--- config.mk ---
export PLATFORM = sky130hd
export DESIGN_NAME = waveform_offset_audio_ctrl_regs
export DESIGN_NICKNAME = d
export VERILOG_FILES = /design/src/hw/wave_adj_pkg.sv /design/src/hw/wave_adj_if.sv /design/src/hw/waveform_offset_audio_ctrl_regs.sv /design/src/hw/wave_segment_adjust.sv
export SDC_FILE = /design/constraint.sdc
export NUM_CORES = 1
export LEC_CHECK = 0
export ABC_CLOCK_PERIOD_IN_PS = 10530
export BUFFER_PORTS_ARGS = -buffer_cell sky130_fd_sc_hd__buf_2
export CAP_MARGIN = 5
export CORE_MARGIN = 2
export CORE_UTILIZATION = 64
export CTS_BUF_LIST = sky130_fd_sc_hd__clkbuf_4
export CTS_CLUSTER_DIAMETER = 50
export CTS_CLUSTER_SIZE = 28
export DETAILED_ROUTE_END_ITERATION = 10
export PLACE_DENSITY = 0.86
export SLEW_MARGIN = 20
export SYNTH_ARGS = -nofsm -noshare
export SYNTH_HDL_FRONTEND = slang
export SYNTH_SLANG_ARGS = --single-unit
--- constraint.sdc ---
create_clock -name i_clk -period 10.53 [get_ports i_clk]
set_input_delay 0.5265 -clock i_clk [delete_from_list [all_inputs] [get_ports i_clk]]
set_output_delay 0.5265 -clock i_clk [all_outputs]
set_load 0.01 [all_outputs]
--- src/hw/wave_adj_pkg.sv ---
// How it works
// - positive sustain length plus offset times step
// - positive sustain offset is signed eight bit
// - positive non-overdrive levels are positive sustain
// - negative sustain length plus offset times step
// - negative sustain offset is signed eight bit
// - negative non-brake levels are negative sustain
// - brake length plus signed offset times step
// - most negative level marks the brake segment
// - brake offset ignored in closed loop
// - peak window codes give 10 to 40 ms
// - lowpass codes give 100 to 200 Hz
// - maximum level marks overdrive, not sustain
package wave_adj_pkg;

	// register offsets
	localparam logic [7:0] ADDR_SUS_POS  = 8'h0E;
	localparam logic [7:0] ADDR_SUS_NEG  = 8'h0F;
	localparam logic [7:0] ADDR_BRAKE    = 8'h10;
	localparam logic [7:0] ADDR_AUDIO    = 8'h11;

	// values after reset
	localparam logic [7:0] RST_OFFSET    = 8'h00;
	localparam logic [1:0] RST_PEAK_CODE = 2'h1;
	localparam logic [1:0] RST_LPF_CODE  = 2'h1;

	// audio control field positions
	localparam int         PEAK_LSB      = 2;
	localparam int         LPF_LSB       = 0;

	// extrema seeds for the level scan
	localparam logic [7:0] SCAN_MAX_SEED = 8'h80;
	localparam logic [7:0] SCAN_MIN_SEED = 8'h7F;

	typedef enum logic [1:0] {
		ST_IDLE = 2'b00,
		ST_SCAN = 2'b01,
		ST_PLAY = 2'b10
	} fsm_type;

	typedef enum logic [2:0] {
		SEG_ZERO      = 3'b000,
		SEG_OVERDRIVE = 3'b001,
		SEG_SUS_POS   = 3'b010,
		SEG_SUS_NEG   = 3'b011,
		SEG_BRAKE     = 3'b100
	} seg_class_type;

	// segment kind from its level and the waveform extrema
	function automatic seg_class_type classify(input logic [7:0] level,
		input logic [7:0] max_lvl, input logic [7:0] min_lvl);
		if ($signed(level) < 0 && level == min_lvl)
			return SEG_BRAKE;
		else if ($signed(level) > 0 && level == max_lvl)
			return SEG_OVERDRIVE;
		else if ($signed(level) > 0)
			return SEG_SUS_POS;
		else if ($signed(level) < 0)
			return SEG_SUS_NEG;
		else
			return SEG_ZERO;
	endfunction : classify

	// peak detection window in ms
	function automatic logic [5:0] peak_window_ms(input logic [1:0] code);
		unique case (code)
			2'h0: return 6'h0A;
			2'h1: return 6'h14;
			2'h2: return 6'h1E;
			2'h3: return 6'h28;
		endcase
	endfunction : peak_window_ms

	// lowpass corner in Hz
	function automatic logic [7:0] lowpass_hz(input logic [1:0] code);
		unique case (code)
			2'h0: return 8'h64;
			2'h1: return 8'h7D;
			2'h2: return 8'h96;
			2'h3: return 8'hC8;
		endcase
	endfunction : lowpass_hz

endpackage : wave_adj_pkg

--- src/hw/wave_adj_if.sv ---
`timescale 1ns/100ps
`default_nettype none
// one segment duration and the offset that applies to it
interface wave_adj_if #(parameter int DUR_W = 16);
	logic [DUR_W-1:0] dur;
	logic [7:0]       offset;
	logic [3:0]       step;
	logic [DUR_W-1:0] result;

	modport ctrl (output dur, output offset, output step, input result);
	modport calc (input dur, input offset, input step, output result);
endinterface : wave_adj_if
`default_nettype wire

--- src/hw/waveform_offset_audio_ctrl_regs.sv ---
`timescale 1ns/100ps
`default_nettype none
module waveform_offset_audio_ctrl_regs
	import wave_adj_pkg::*;
#(
	parameter int DUR_W = 16
)
(
	input  wire logic             i_clk,
	input  wire logic             i_srst,
	input  wire logic [7:0]       i_reg_addr,
	input  wire logic             i_reg_wr,
	input  wire logic             i_reg_rd,
	input  wire logic [7:0]       i_reg_wdata,
	output logic      [7:0]       o_reg_rdata,
	input  wire logic             i_closed_loop,
	input  wire logic [3:0]       i_playback_step_time,
	input  wire logic             i_wave_start,
	input  wire logic             i_scan_valid,
	input  wire logic [7:0]       i_scan_level,
	input  wire logic             i_scan_done,
	input  wire logic             i_seg_valid,
	input  wire logic [7:0]       i_seg_level,
	input  wire logic [DUR_W-1:0] i_seg_dur,
	output logic                  o_seg_ready,
	output logic                  o_adj_valid,
	output seg_class_type         o_adj_class,
	output logic      [DUR_W-1:0] o_adj_dur,
	output logic      [5:0]       o_audio_peak_window_ms,
	output logic      [7:0]       o_audio_lowpass_hz
);

	typedef struct packed {
		fsm_type          st;
		logic [7:0]       sustain_pos_offset;
		logic [7:0]       sustain_neg_offset;
		logic [7:0]       brake_offset;
		logic [1:0]       audio_peak_window;
		logic [1:0]       audio_lowpass_corner;
		logic [7:0]       max_lvl;
		logic [7:0]       min_lvl;
		logic [7:0]       rdata;
		logic             adj_valid;
		seg_class_type    adj_class;
		logic [DUR_W-1:0] adj_dur;
	} regs_type;

	regs_type      r;
	regs_type      next_r;
	seg_class_type seg_cls;
	logic          seg_fire;

	wave_adj_if #(.DUR_W(DUR_W)) adj ();

	wave_segment_adjust u_adjust (
		.adj (adj.calc)
	);

	// classify the incoming segment against the scanned extrema
	assign seg_fire = (r.st == ST_PLAY) && i_seg_valid;
	assign seg_cls  = classify(i_seg_level, r.max_lvl, r.min_lvl);

	// pick the offset for the segment kind; overdrive passes unchanged here
	always_comb
	begin
		adj.dur    = i_seg_dur;
		adj.step   = i_playback_step_time;
		adj.offset = 8'h00;
		unique case (seg_cls)
			SEG_SUS_POS: adj.offset = r.sustain_pos_offset;
			SEG_SUS_NEG: adj.offset = r.sustain_neg_offset;
			SEG_BRAKE:   adj.offset = i_closed_loop ? 8'h00 : r.brake_offset;
			SEG_OVERDRIVE, SEG_ZERO: adj.offset = 8'h00;
			default:     adj.offset = 8'h00;
		endcase
	end

	// next state: registers, scan, and the adjusted segment
	always_comb
	begin
		next_r           = r;
		next_r.adj_valid = 1'b0;
		if (i_reg_wr)
		begin
			unique case (i_reg_addr)
				ADDR_SUS_POS: next_r.sustain_pos_offset = i_reg_wdata;
				ADDR_SUS_NEG: next_r.sustain_neg_offset = i_reg_wdata;
				ADDR_BRAKE:   next_r.brake_offset       = i_reg_wdata;
				ADDR_AUDIO:
				begin
					next_r.audio_peak_window    = i_reg_wdata[PEAK_LSB +: 2];
					next_r.audio_lowpass_corner = i_reg_wdata[LPF_LSB +: 2];
				end
				default: ;
			endcase
		end
		if (i_reg_rd)
		begin
			unique case (i_reg_addr)
				ADDR_SUS_POS: next_r.rdata = r.sustain_pos_offset;
				ADDR_SUS_NEG: next_r.rdata = r.sustain_neg_offset;
				ADDR_BRAKE:   next_r.rdata = r.brake_offset;
				ADDR_AUDIO:   next_r.rdata = {4'h0, r.audio_peak_window,
					r.audio_lowpass_corner};
				default:      next_r.rdata = 8'h00;
			endcase
		end
		// a restart wins over any scan or play step in flight; register writes and reads still land
		if (i_wave_start)
		begin
			next_r.st      = ST_SCAN;
			next_r.max_lvl = SCAN_MAX_SEED;
			next_r.min_lvl = SCAN_MIN_SEED;
		end
		else
		begin
			unique case (r.st)
				ST_IDLE: ;
				ST_SCAN:
				begin
					if (i_scan_valid && $signed(i_scan_level) > $signed(r.max_lvl))
						next_r.max_lvl = i_scan_level;
					if (i_scan_valid && $signed(i_scan_level) < $signed(r.min_lvl))
						next_r.min_lvl = i_scan_level;
					if (i_scan_done)
						next_r.st = ST_PLAY;
				end
				ST_PLAY:
				begin
					if (seg_fire)
					begin
						next_r.adj_valid = 1'b1;
						next_r.adj_class = seg_cls;
						next_r.adj_dur   = adj.result;
					end
				end
				default: next_r.st = ST_IDLE;
			endcase
		end
	end

	// single register stage for all state
	always_ff @(posedge i_clk)
	begin
		if (i_srst)
		begin
			r.st                   <= ST_IDLE;
			r.sustain_pos_offset   <= RST_OFFSET;
			r.sustain_neg_offset   <= RST_OFFSET;
			r.brake_offset         <= RST_OFFSET;
			r.audio_peak_window    <= RST_PEAK_CODE;
			r.audio_lowpass_corner <= RST_LPF_CODE;
			r.max_lvl              <= SCAN_MAX_SEED;
			r.min_lvl              <= SCAN_MIN_SEED;
			r.rdata                <= 8'h00;
			r.adj_valid            <= 1'b0;
			r.adj_class            <= SEG_ZERO;
			r.adj_dur              <= '0;
		end
		else
			r <= next_r;
	end

	// outputs; audio settings decode straight from stored codes
	assign o_reg_rdata            = r.rdata;
	assign o_seg_ready            = (r.st == ST_PLAY);
	assign o_adj_valid            = r.adj_valid;
	assign o_adj_class            = r.adj_class;
	assign o_adj_dur              = r.adj_dur;
	assign o_audio_peak_window_ms = peak_window_ms(r.audio_peak_window);
	assign o_audio_lowpass_hz     = lowpass_hz(r.audio_lowpass_corner);

	logic small_dur;
	assign small_dur = (i_seg_dur < DUR_W'(16'h4000));
endmodule : waveform_offset_audio_ctrl_regs
`default_nettype wire

--- src/hw/wave_segment_adjust.sv ---
`timescale 1ns/100ps
`default_nettype none
module wave_segment_adjust
	import wave_adj_pkg::*;
(
	wave_adj_if.calc adj
);
	localparam int W = $bits(adj.dur);

	logic signed [12:0]  delta;
	logic signed [W+1:0] sum;

	// signed offset times step, added to duration with two guard bits
	always_comb
	begin
		delta = $signed(adj.offset) * $signed({1'b0, adj.step});
		sum   = $signed({2'b00, adj.dur}) + (W+2)'(delta);
		if (sum < 0)
			adj.result = '0;
		else if (sum[W])
			adj.result = '1; // saturate rather than wrap on long segments
		else
			adj.result = sum[W-1:0];
	end
endmodule : wave_segment_adjust
`default_nettype wire

# Word level (Yosys, flattened, before mapping)
# Index checks and enable logic that the tools add are counted.
# Widths: inputs -> output; s select.
[word_totals]
inputBits = 61
ff_bits = 74
[op_classes]
mux = 15
mul = 1
n_reduce_logical = 20
n_addsub = 1
n_bitwise = 3
magnitude_cmp = 5
eq_ne = 20
[ops]
columns = ["operator", "count"]
rows = [
  ["$pmux 8 s4", 2],
  ["$mux 16", 2],
  ["$pmux 6 s4", 1],
  ["$pmux 8 s3", 1],
  ["$mux 20", 1],
  ["$add 17x13->18", 1],
  ["$lt 18x1->1 const B", 1],
  ["$eq 8x4->1 const B", 2],
  ["$eq 8x5->1 const B", 2],
  ["$eq 8x8->1", 2],
  ["$reduce_and 2->1", 8],
  ["$mul 8x5->13", 1],
  ["$eq 2x2->1 const B", 5],
  ["$gt 8x1->1 const B", 1],
  ["$gt 8x8->1", 1],
  ["$lt 8x1->1 const B", 1],
  ["$lt 8x8->1", 1],
  ["$mux 2", 4],
  ["$mux 8", 1],
  ["$eq 2x1->1 const B", 3],
  ["$eq 3x2->1 const B", 2],
  ["$logic_not 2->1", 3],
  ["$logic_and 1x1->1", 5],
  ["$pmux 2 s2", 1],
  ["10 further kinds", 13],
]

# Logic depth before layout (Yosys ltp)
# Gate-level depths: netlist (run 1).
[logic_depth]
ltp_word = 12
mapped_depth = 23

# By module
# A second synthesis (run 1) with hierarchy kept.
[unflattened]
cells_unflattened = 760
hier_area_um2 = 6500.0
[by_module_without_submodules]
columns = ["module", "cells_per_inst", "instances", "area_each_um2"]
rows = [
  ["waveform_offset_audio_ctrl_regs", 464, 1, 4026.4],
  ["wave_segment_adjust", 296, 1, 2473.6],
]

# Worst setup path after synthesis (run 1)
# OpenSTA, ideal clock, no wires.
[synth_timing]
path_kind = "input to register"
startpoint = "input i_seg_level[7]"
endpoint = "register r (netlist bit o_adj_dur[13])"
required_ps = 10460
path_slack_ps = 4946
stages = 22
setup_time_ps = 70
arrival_time_ps = 5514
cell_sequence = "buf_2 > xor2_1 > nor3_1 > and4b_1 > clkbuf_1 > a22oi_1 > nand2_1 > and2_1 > fa_1 > fa_1 > inv_1 > fa_1 > inv_1 > ha_1 > and3_1 > a221o_1 > a41oi_2 > a31oi_2 > xor2_2 > buf_6 > o21bai_1 > a21oi_1"
[synth_between]
elab_chain_len = 11
[synth_rtl]
columns = ["element", "line", "rtl"]
rows = [
  ["from (decl)", "waveform_offset_audio_ctrl_regs.sv:23", "input wire logic [7:0] i_seg_level,"],
  ["$lt 8x1->1", "wave_adj_pkg.sv:52, wave_adj_pkg.sv:58", ""],
  ["$mux 2", "wave_adj_pkg.sv:58", "else if ($signed(level) < 0)"],
  ["$mux 2", "wave_adj_pkg.sv:56", "else if ($signed(level) > 0)"],
  ["$mux 2", "wave_adj_pkg.sv:54", "else if ($signed(level) > 0 && level == max_lvl)"],
  ["$mux 3 *", "wave_adj_pkg.sv:52", "if ($signed(level) < 0 && level == min_lvl)"],
  ["$eq 3x3->1 / $eq 3x2->1 (equally long branches)", "waveform_offset_audio_ctrl_regs.sv:69", "unique case (seg_cls)"],
  ["$pmux 8 s3 *", "waveform_offset_audio_ctrl_regs.sv:69", ""],
  ["$mul 8x5->13 *", "wave_segment_adjust.sv:16", "delta = $signed(adj.offset) * $signed({1'b0, adj.step});"],
  ["$add 17x13->18 *", "wave_segment_adjust.sv:17", "sum = $signed({2'b00, adj.dur}) + (W+2)'(delta);"],
  ["$lt 18x1->1 / $mux 16 (equally long branches)", "wave_segment_adjust.sv:18, wave_segment_adjust.sv:20", ""],
  ["$mux 16 *", "wave_segment_adjust.sv:18", "if (sum < 0)"],
  ["to (signal assigned)", "waveform_offset_audio_ctrl_regs.sv:161", "r <= next_r;"],
  ["to (decl)", "waveform_offset_audio_ctrl_regs.sv:48", "regs_type r;"],
]
# Every way passes the cells marked *; elsewhere a longest branch is shown, timed or not.
# A chain may end at the register's enable or synchronous reset.

# Worst setup path in the final report (run 1)
[layout_timing]
startpoint = "register r[38] (netlist bit)"
endpoint = "register r (netlist bit o_adj_dur[6])"
[layout_between]
elab_chain_len = 10
[layout_rtl]
columns = ["element", "line"]
rows = [
  ["$eq 8x8->1 *", "wave_adj_pkg.sv:54"],
  ["$logic_and 1x1->1 *", "wave_adj_pkg.sv:54"],
  ["$mux 2 *", "wave_adj_pkg.sv:54"],
  ["$mux 3 *", "wave_adj_pkg.sv:52"],
  ["$eq 3x3->1 / $eq 3x2->1 (equally long branches)", "waveform_offset_audio_ctrl_regs.sv:69"],
  ["$pmux 8 s3 *", "waveform_offset_audio_ctrl_regs.sv:69"],
  ["$mul 8x5->13 *", "wave_segment_adjust.sv:16"],
  ["$add 17x13->18 *", "wave_segment_adjust.sv:17"],
  ["$lt 18x1->1 / $mux 16 (equally long branches)", "wave_segment_adjust.sv:18, wave_segment_adjust.sv:20"],
  ["$mux 16 *", "wave_segment_adjust.sv:18"],
]
# Marked as above.

==> metrics.md, run 1 <==
| Metric | Value |
|---|---|
| Post-CTS Resized | `0` |
| Final Max Tran Viols | `0` |
| WHS | `0.335 ns` |
| Worst-path cell chain | `xnor2_1, nand4_1, nor2_1, nor3_1, nand2_1, nand2_1, and2_1, fa_1, fa_1, inv_1, fa_1, inv_1, ha_1, and3_1, a221o_1, a41oi_2, a31oi_2, xor2_2, o21bai_1, a21oi_1` |
| Root Driver | `clkbuf_4` |
| Largest net degree at the start of global routing | `slightly above 60` |
| Core area | `9280 um^2` |
| Setup crit end kind | `register` |
| Worst setup SP type | `register` |
| Wirelength, routed | `14,700 um` |
| Worst-Margin Slew | `1.07 ns` |
| Most common cell after layout, fill and taps aside | `buf_2` |
| Vias in the first global route | `~5,200` |
| Fin Clk Skew | `between 0.01 and 0.015 ns` |
| Cells after Synth | `roughly 740` |
| Synth warn | `0` |
| Die width | `102 um` |
| Clock period minus worst slack | `6.35 ns` |
| Crit path max fanout | `16` |
| Final setup viols | `0` |
| Worst reg-to-reg setup slack | `4.18 ns` |
| DIE AREA | `10,400 um^2` |
| Routed len/inst | `15.8 um` |
| Synth Area per Inst | `roughly 8.3 um^2` |
| R2R cell count | `20` |
| Vias per Instance | `5.72` |
| Mapped Area | `about 6100 um^2` |
| Crit path DAT | `about 6.7 ns` |
| Antenna-violating nets left | `0` |
| Layout cell share with drive strength beyond 1 | `~16%` |
| Most common cell on crit path | `fa_1` |
| Top cell type's share of synthesized area | `approximately 24%` |
| Synthesized Nets | `between 800 and 900` |
| Commonest non-fill, non-tap cells in the layout | `buf_2, inv_1, nand2_1` |
| Routability cong. | `approximately 0.93` |
| CTS sink cnt | `74` |
| Cell Rows | `35` |
| Fin Setup TNS | `0 ns` |
| Reg-to-reg startpoint | `r[38]$_SDFFE_PP0P_` |
| Post-DP HPWL | `11,300 um` |
| H-tree depth | `3` |
| Initial drt markers | `roughly 360` |
| Synth Register Bits | `74` |
| Status | `completed` |
| Leakage | `3.31 nW` |
| Yosys top cell by area | `dfxtp_1` |
| Worst Hold Class | `input pin to register` |
| Worst vdd ir | `0.124 mV` |
| DR vias | `5,317` |
| Port bufs | `102` |
| EDFF count, synth | `0` |
| Post-route DRC violation count | `0` |
| Layout Nets | `around 960` |
| TritonCTS clock tree | `done` |
| Relative slew margins | `28.4%` |
| # fillers | `760` |
| Period utilisation layout | `60.3%` |
| Max_cap viols | `0` |
| Async SR Flop Fraction | `0%` |
| Main synth FF type | `dfxtp_1` |
| Hold endpoint | `r[72]$_SDFFE_PP0P_` |
| RSZ-0062 raised after global routing | `no` |
| # IOs | `about 100` |
| Worst hold stages | `3` |
| Die span in y | `102 um` |
| Num CTS Buffers | `9` |
| Fin. Hold Viols | `0` |
| Hold_buf cts | `0` |
| Global-route wire length before repair | `between 20,000 and 25,000 um` |
| Total GRT Usage | `29.0%` |
| Crit path largest cell delay | `approximately 0.85 ns` |
| Synth top area cells | `dfxtp_1, ha_1, fa_1` |
| GR Overflow Total | `0` |
| Max Fclk | `between 150 and 200 MHz` |
| Post-CTS setup buffer count | `0` |
| Hold path startpoint | `i_wave_start` |
| Worst flop-to-flop path endpoint | `o_adj_dur[6]$_SDFFE_PP0P_` |
| Critical setup path kind | `register to register` |
| Synth unique cells | `57` |
| Starting Density | `66.2%` |
| Area Growth Syn to Fin | `8.27%` |
| Sequential area share after synthesis | `about 24%` |
| CTS clk-pin slew, worst paths | `between 0.1 and 0.15 ns` |
| Inserted Diodes | `0` |
| Clk_lat worst skew | `~0.44 ns` |
| Clk buf depth | `2` |
| Pwr/cell area | `82.4 nW/um^2` |
| Worst EP required | `10.88 ns` |
| CP max stage cell | `nor3_1` |
| Initial antenna violation count | `0` |
| 1st-pass router iterations | `6` |
flip-flops by register name, summed over array words and instances, names as in the netlist:
signal	flops
o_adj_valid	1
o_reg_rdata	8
r	46
o_adj_dur	16
o_adj_class	3
stage by stage:
step / worst slack [ns] / power (mW) / area (um^2) / util (%) / instances
6_report: 4.18 / 0.548 / 6650 / 71.6 / 929
5_1_grt: 3.69 / 0.568 / 6650 / 71.6 / 929
4_1_cts: 4.21 / 0.547 / 6640 / 71.6 / 929
3_5_place_dp: 3.90 / 0.358 / 6490 / 69.9 / 914
3_3_place_gp: 4.16 / 0.355 / 6490 / 69.9 / 914
2_1_floorplan: 4.95 / 0.331 / 6140 / - / 736
report_power, final:
| group | switching, mW | internal [mW] |
|---|---|---|
| Clock | 0.101 | 0.0938 |
| Sequential | 0.00140 | 0.281 |
| Combinational | 0.0423 | 0.0283 |
worst max path at each step:
| stage | startpoint | endpoint | slack (ns) | cells past startpoint |
|---|---|---|---|---|
| 2_1_floorplan | i_seg_level[7] | o_adj_dur[13]$_SDFFE_PP0P_ | 4.95 | 22 |
| 4_1_cts | r[36]$_SDFFE_PP0P_ | o_adj_dur[6]$_SDFFE_PP0P_ | 4.21 | 20 |
| 3_3_place_gp | i_seg_level[2] | o_adj_dur[1]$_SDFFE_PP0P_ | 4.16 | 21 |
| 5_1_grt | r[38]$_SDFFE_PP0P_ | o_adj_dur[2]$_SDFFE_PP0P_ | 3.69 | 20 |
| 6_report | r[38]$_SDFFE_PP0P_ | o_adj_dur[6]$_SDFFE_PP0P_ | 4.18 | 20 |
| 3_5_place_dp | i_seg_level[7] | o_adj_dur[4]$_SDFFE_PP0P_ | 3.90 | 21 |
per-layer routing:
layer	global-route usage, %	share of wire, %
met5	0	0
met4	10.8	2.1
met3	3.76	5.8
met2	51.8	51
met1	35.8	41
cells by family (layout without fill, tap and decap cells):
logic type                 after synthesis  in the layout  share of synthesized area (%)
DFF                                     74             74                           24.1
adders and majority gates               98             98                           24.5
xor gates and xnor gates                32             32                           4.69
muxes                                   17             17                           2.79
and+or+nand+nor                        225            225                           17.7
buffers and inverters                  136            200                           10.3
AOI/OAI and AO/OA                      153            153                           15.9
other                                    1              1                         0.0611
cell usage after synthesis (2+ instances only):
master    instances
a211o_1           4
a211oi_1          2
a21o_1            9
a21oi_1          71
a222oi_1          4
a22oi_1          17
a31oi_1           3
and2_1           31
and3_1            5
buf_2             4
buf_4            29
clkbuf_1         19
dfxtp_1          74
fa_1             37
ha_1             61
inv_1            83
mux2i_1          16
nand2_1          81
nand2b_1          2
nand3_1          29
nand3b_1          7
nand4_1           4
nor2_1           42
nor2b_1           5
nor3_1            5
nor4_1            2
o211ai_1          2
o21a_1            2
o21ai_0          11
o21ai_1           7
o21bai_1         10
or2_2             4
xnor2_1          23
xor2_1            8
critical path: cells and delay by family (launching register included):
kind            cells  cell delay [ns]
simple gates        7             2.01
fa+ha+maj           4             1.87
compound gates      5             1.20
xor+xnor            2             0.68
flops               1             0.40
buf+inv             2             0.10
layout make-up:
class	instances	area, um^2	share of cell area [%]
timing repair buffer	102	510	7.68
tap	129	161	2.43
clock inverter	6	82.6	1.24
inverter	83	312	4.68
multi-input combinational	526	4040	60.7
sequential	74	1480	22.3
clock buffer	9	67.6	1.02
Power figures use the tool's default switching activity.
==> run 2, diff against run 1 <==
- ABC_AREA: not set -> 1
- ABC_CLOCK_PERIOD_IN_PS: 10530 -> 5500
- CORE_UTILIZATION: 64 -> 54
- PLACE_DENSITY: 0.86 -> 0.76
- clock period: 10.53 -> 5.5 ns (I/O delays scaled with it)
==> metrics.md, run 2 <==
| Metric | Value |
|---|---|
| Die span in y | `116 um (was 102 um)` |
| Crit path DAT | `5.37 ns (was 6.70 ns)` |
| Crit path max fanout | `16 (unchanged)` |
| DR vias | `6,191 (was 5,317)` |
| Most flop-heavy register | `r (unchanged)` |
| Cell Rows | `41 (was 35)` |
| Vias per Instance | `4.94 (was 5.72)` |
| DP Area | `7240 um^2 (was 6490 um^2)` |
| Total GRT Usage | `24.1% (was 29.0%)` |
| Clk buf depth | `2 (unchanged)` |
| Area Growth Syn to Fin | `8.15% (was 8.27%)` |
| Antenna-violating nets left | `0 (unchanged)` |
| Max_cap viols | `0 (unchanged)` |
| Max Fclk | `200 MHz (was 158 MHz)` |
| Worst vdd ir | `0.0888 mV (was 0.124 mV)` |
| H-tree depth | `3 (unchanged)` |
| Most frequent cell after synthesis | `nand2_1 (was inv_1)` |
| CTS clk-pin slew, worst paths | `0.13 ns (was 0.11 ns)` |
| Routed len/inst | `12.2 um (was 15.8 um)` |
| Synth unique cells | `37 (was 57)` |
| Main synth FF type | `dfxtp_1 (unchanged)` |
| Final setup viols | `0 (unchanged)` |
| Pwr/cell area | `143 nW/um^2 (was 82.4 nW/um^2)` |
| CTS sink cnt | `74 (unchanged)` |
| Worst Hold Class | `input pin to register (unchanged)` |
| Root Driver | `clkbuf_4 (unchanged)` |
| Synth warn | `0 (unchanged)` |
| Relative slew margins | `39.1% (was 28.4%)` |
| Die width | `116 um (was 102 um)` |
| Worst setup SP type | `register (unchanged)` |
| # IOs | `104 (unchanged)` |
| Layout Nets | `1,234 (was 955)` |
| Vias in the first global route | `5,772 (was 5,234)` |
| Clock period minus worst slack | `4.99 ns (was 6.35 ns)` |
| Fin. Hold Viols | `0 (unchanged)` |
| Most common cell after layout, fill and taps aside | `nand2_1 (was buf_2)` |
| Synth Area per Inst | `6.76 um^2 (was 8.35 um^2)` |
| Post-route DRC violation count | `0 (unchanged)` |
| 1st-pass router iterations | `5 (was 6)` |
| Clk_lat worst skew | `0.46 ns (was 0.44 ns)` |
| Starting Density | `54.8% (was 66.2%)` |
| Leakage | `4.14 nW (was 3.31 nW)` |
| Synth cell count leaders | `nand2_1, inv_1, nand3_1 (was inv_1, nand2_1, dfxtp_1)` |
| Synthesized Nets | `1,169 (was 895)` |
| Hold_buf cts | `0 (unchanged)` |
| Worst EP required | `5.88 ns (was 10.88 ns)` |
| Core area | `12,500 um^2 (was 9280 um^2)` |
| Layout cell share with drive strength beyond 1 | `15.3% (was 16.0%)` |
| Mapped Area | `6830 um^2 (was 6140 um^2)` |
| Fin Setup TNS | `0 ns (unchanged)` |
| Max reg flops | `46 (unchanged)` |
| Routability cong. | `0.930 (was 0.929)` |
| Critical setup path kind | `register to register (unchanged)` |
| Worst-Margin Slew | `0.914 ns (was 1.07 ns)` |
| Final Max Tran Viols | `0 (unchanged)` |
| TritonCTS clock tree | `done (unchanged)` |
| Initial antenna violation count | `0 (unchanged)` |
| Fin Clk Skew | `0.0215 ns (was 0.0133 ns)` |
| Num CTS Buffers | `9 (unchanged)` |
| Sequential area share after synthesis | `21.7% (was 24.1%)` |
| Port bufs | `102 (unchanged)` |
| Final Instance Area | `7390 um^2 (was 6650 um^2)` |
| Wirelength, routed | `15,300 um (was 14,700 um)` |
| Status | `completed (unchanged)` |
| DIE AREA | `13,600 um^2 (was 10,400 um^2)` |
| Commonest non-fill, non-tap cells in the layout | `nand2_1, inv_1, buf_2 (was buf_2, inv_1, nand2_1)` |
| Synth Register Bits | `74 (unchanged)` |
| Post-DP HPWL | `12,600 um (was 11,300 um)` |
| EDFF count, synth | `0 (unchanged)` |
| GR Overflow Total | `0 (unchanged)` |
| Period utilisation layout | `90.7% (was 60.3%)` |
| RSZ-0062 raised after global routing | `no (unchanged)` |
| Global-route wire length before repair | `26,000 um (was 24,000 um)` |
| Synth top area cells | `dfxtp_1, nand2_1, inv_1 (was dfxtp_1, ha_1, fa_1)` |
| Largest net degree at the start of global routing | `41 (was 61)` |
| Top cell type's share of synthesized area | `21.7% (was 24.1%)` |
| Yosys top cell by area | `dfxtp_1 (unchanged)` |
| Setup crit end kind | `register (unchanged)` |
| Initial drt markers | `369 (was 358)` |
| Async SR Flop Fraction | `0% (unchanged)` |
| Cells after Synth | `1,010 (was 736)` |
==> run 2: cell count changes after synthesis, moves of 10 or more <==
cell | before | now
and2_1 | 31 | 4
nand3_1 | 29 | 76
nand4_1 | 4 | 19
mux2i_1 | 16 | 0
a21oi_2 | 1 | 11
nand2_2 | 0 | 13
o21ai_0 | 11 | 31
xnor2_1 | 23 | 10
inv_1 | 83 | 204
nand2_1 | 81 | 270
a22oi_1 | 17 | 0
==> run 2: cells by family after synthesis <==
group	count (synthesis)	synth area share, %
buf+inv	257	16.2
flops	74	21.7
xor+xnor	12	1.54
simple gates	455	29.4
other cells	1	0.0549
fa+ha+maj	98	22.0
compound gates	113	9.09
==> run 2: worst paths after layout <==
kind | from | slack (ns) | cells past startpoint | to
min reg2reg | o_adj_dur[1]$_SDFFE_PP0P_ | 0.47 | 2 | o_adj_dur[1]$_SDFFE_PP0P_
max reg2reg | r[36]$_SDFFE_PP0P_ | 0.51 | 24 | o_adj_dur[2]$_SDFFE_PP0P_
max | r[36]$_SDFFE_PP0P_ | 0.51 | 24 | o_adj_dur[2]$_SDFFE_PP0P_
min | i_scan_done | 0.07 | 3 | r[73]$_SDFFE_PP0P_
==> run 2: metrics by stage <==
step	utilization [%]	worst slack (ns)	cells	hold slack [ns]	power (mW)
after global routing	59.2	0.0405	1252	0.0619	1.10
after CTS	59.2	0.475	1252	0.0354	1.06
after floorplan	-	0.920	1010	0.401	0.663
after detailed placement	58.1	0.398	1236	0.455	0.720
final	59.2	0.510	1253	0.0671	1.05
after global placement	58.1	0.545	1236	0.453	0.717
==> run 2: final cells by class <==
class / instances / area, um^2
Clock buffer: 9 / 67.6
Inverter: 207 / 777
Multi-Input combinational cell: 679 / 4250
Tap cell: 172 / 215
Antenna cell: 1 / 2.50
Fill cell: 1263 / 5080
Clock inverter: 7 / 68.8
Sequential cell: 74 / 1480
Timing Repair Buffer: 104 / 526
==> run 2: timing repair <==
| item | in CTS | in global routing |
|---|---|---|
| hold endpoints to repair | 0 | 0 |
| buffers inserted | 0 | 0 |
| resized for setup | 0 | 1 |
| setup endpoints to repair | 0 | 12 |
==> run 2: critical path, cell delays in order, from the launching register on <==
cell	delay (ns)
dfxtp_1	0.40
inv_1	0.05
nand2_1	0.05
nand4_1	0.09
nor2_1	0.25
nand2_2	0.19
nand3_1	0.13
nand3_2	0.13
nand2_1	0.21
inv_1	0.22
fa_1	0.53
fa_1	0.49
inv_1	0.06
fa_1	0.53
inv_1	0.04
ha_1	0.35
nand2_1	0.14
inv_1	0.07
a21oi_1	0.15
nand2_1	0.11
nand2_2	0.09
a21oi_2	0.09
nor2_8	0.29
nand2_1	0.09
a21oi_1	0.12
==> run 2: where the power goes <==
part / internal [mW] / switching (mW)
clock: 0.137 / 0.205
combinational: 0.0596 / 0.107
sequential: 0.540 / 0.00323
total: 0.737 / 0.315
==> run 2: per-layer routing <==
| layer | up-vias | global-route usage (%) | part of all wire (%) |
|---|---|---|---|
| met3 | 23 | 4.46 | 5.4 |
| met4 | 0 | 7.70 | 1.6 |
| met2 | 154 | 38.8 | 44 |
| li1 | 3228 | - | - |
| met1 | 2786 | 32.8 | 49 |
| met5 | - | 0 | 0 |
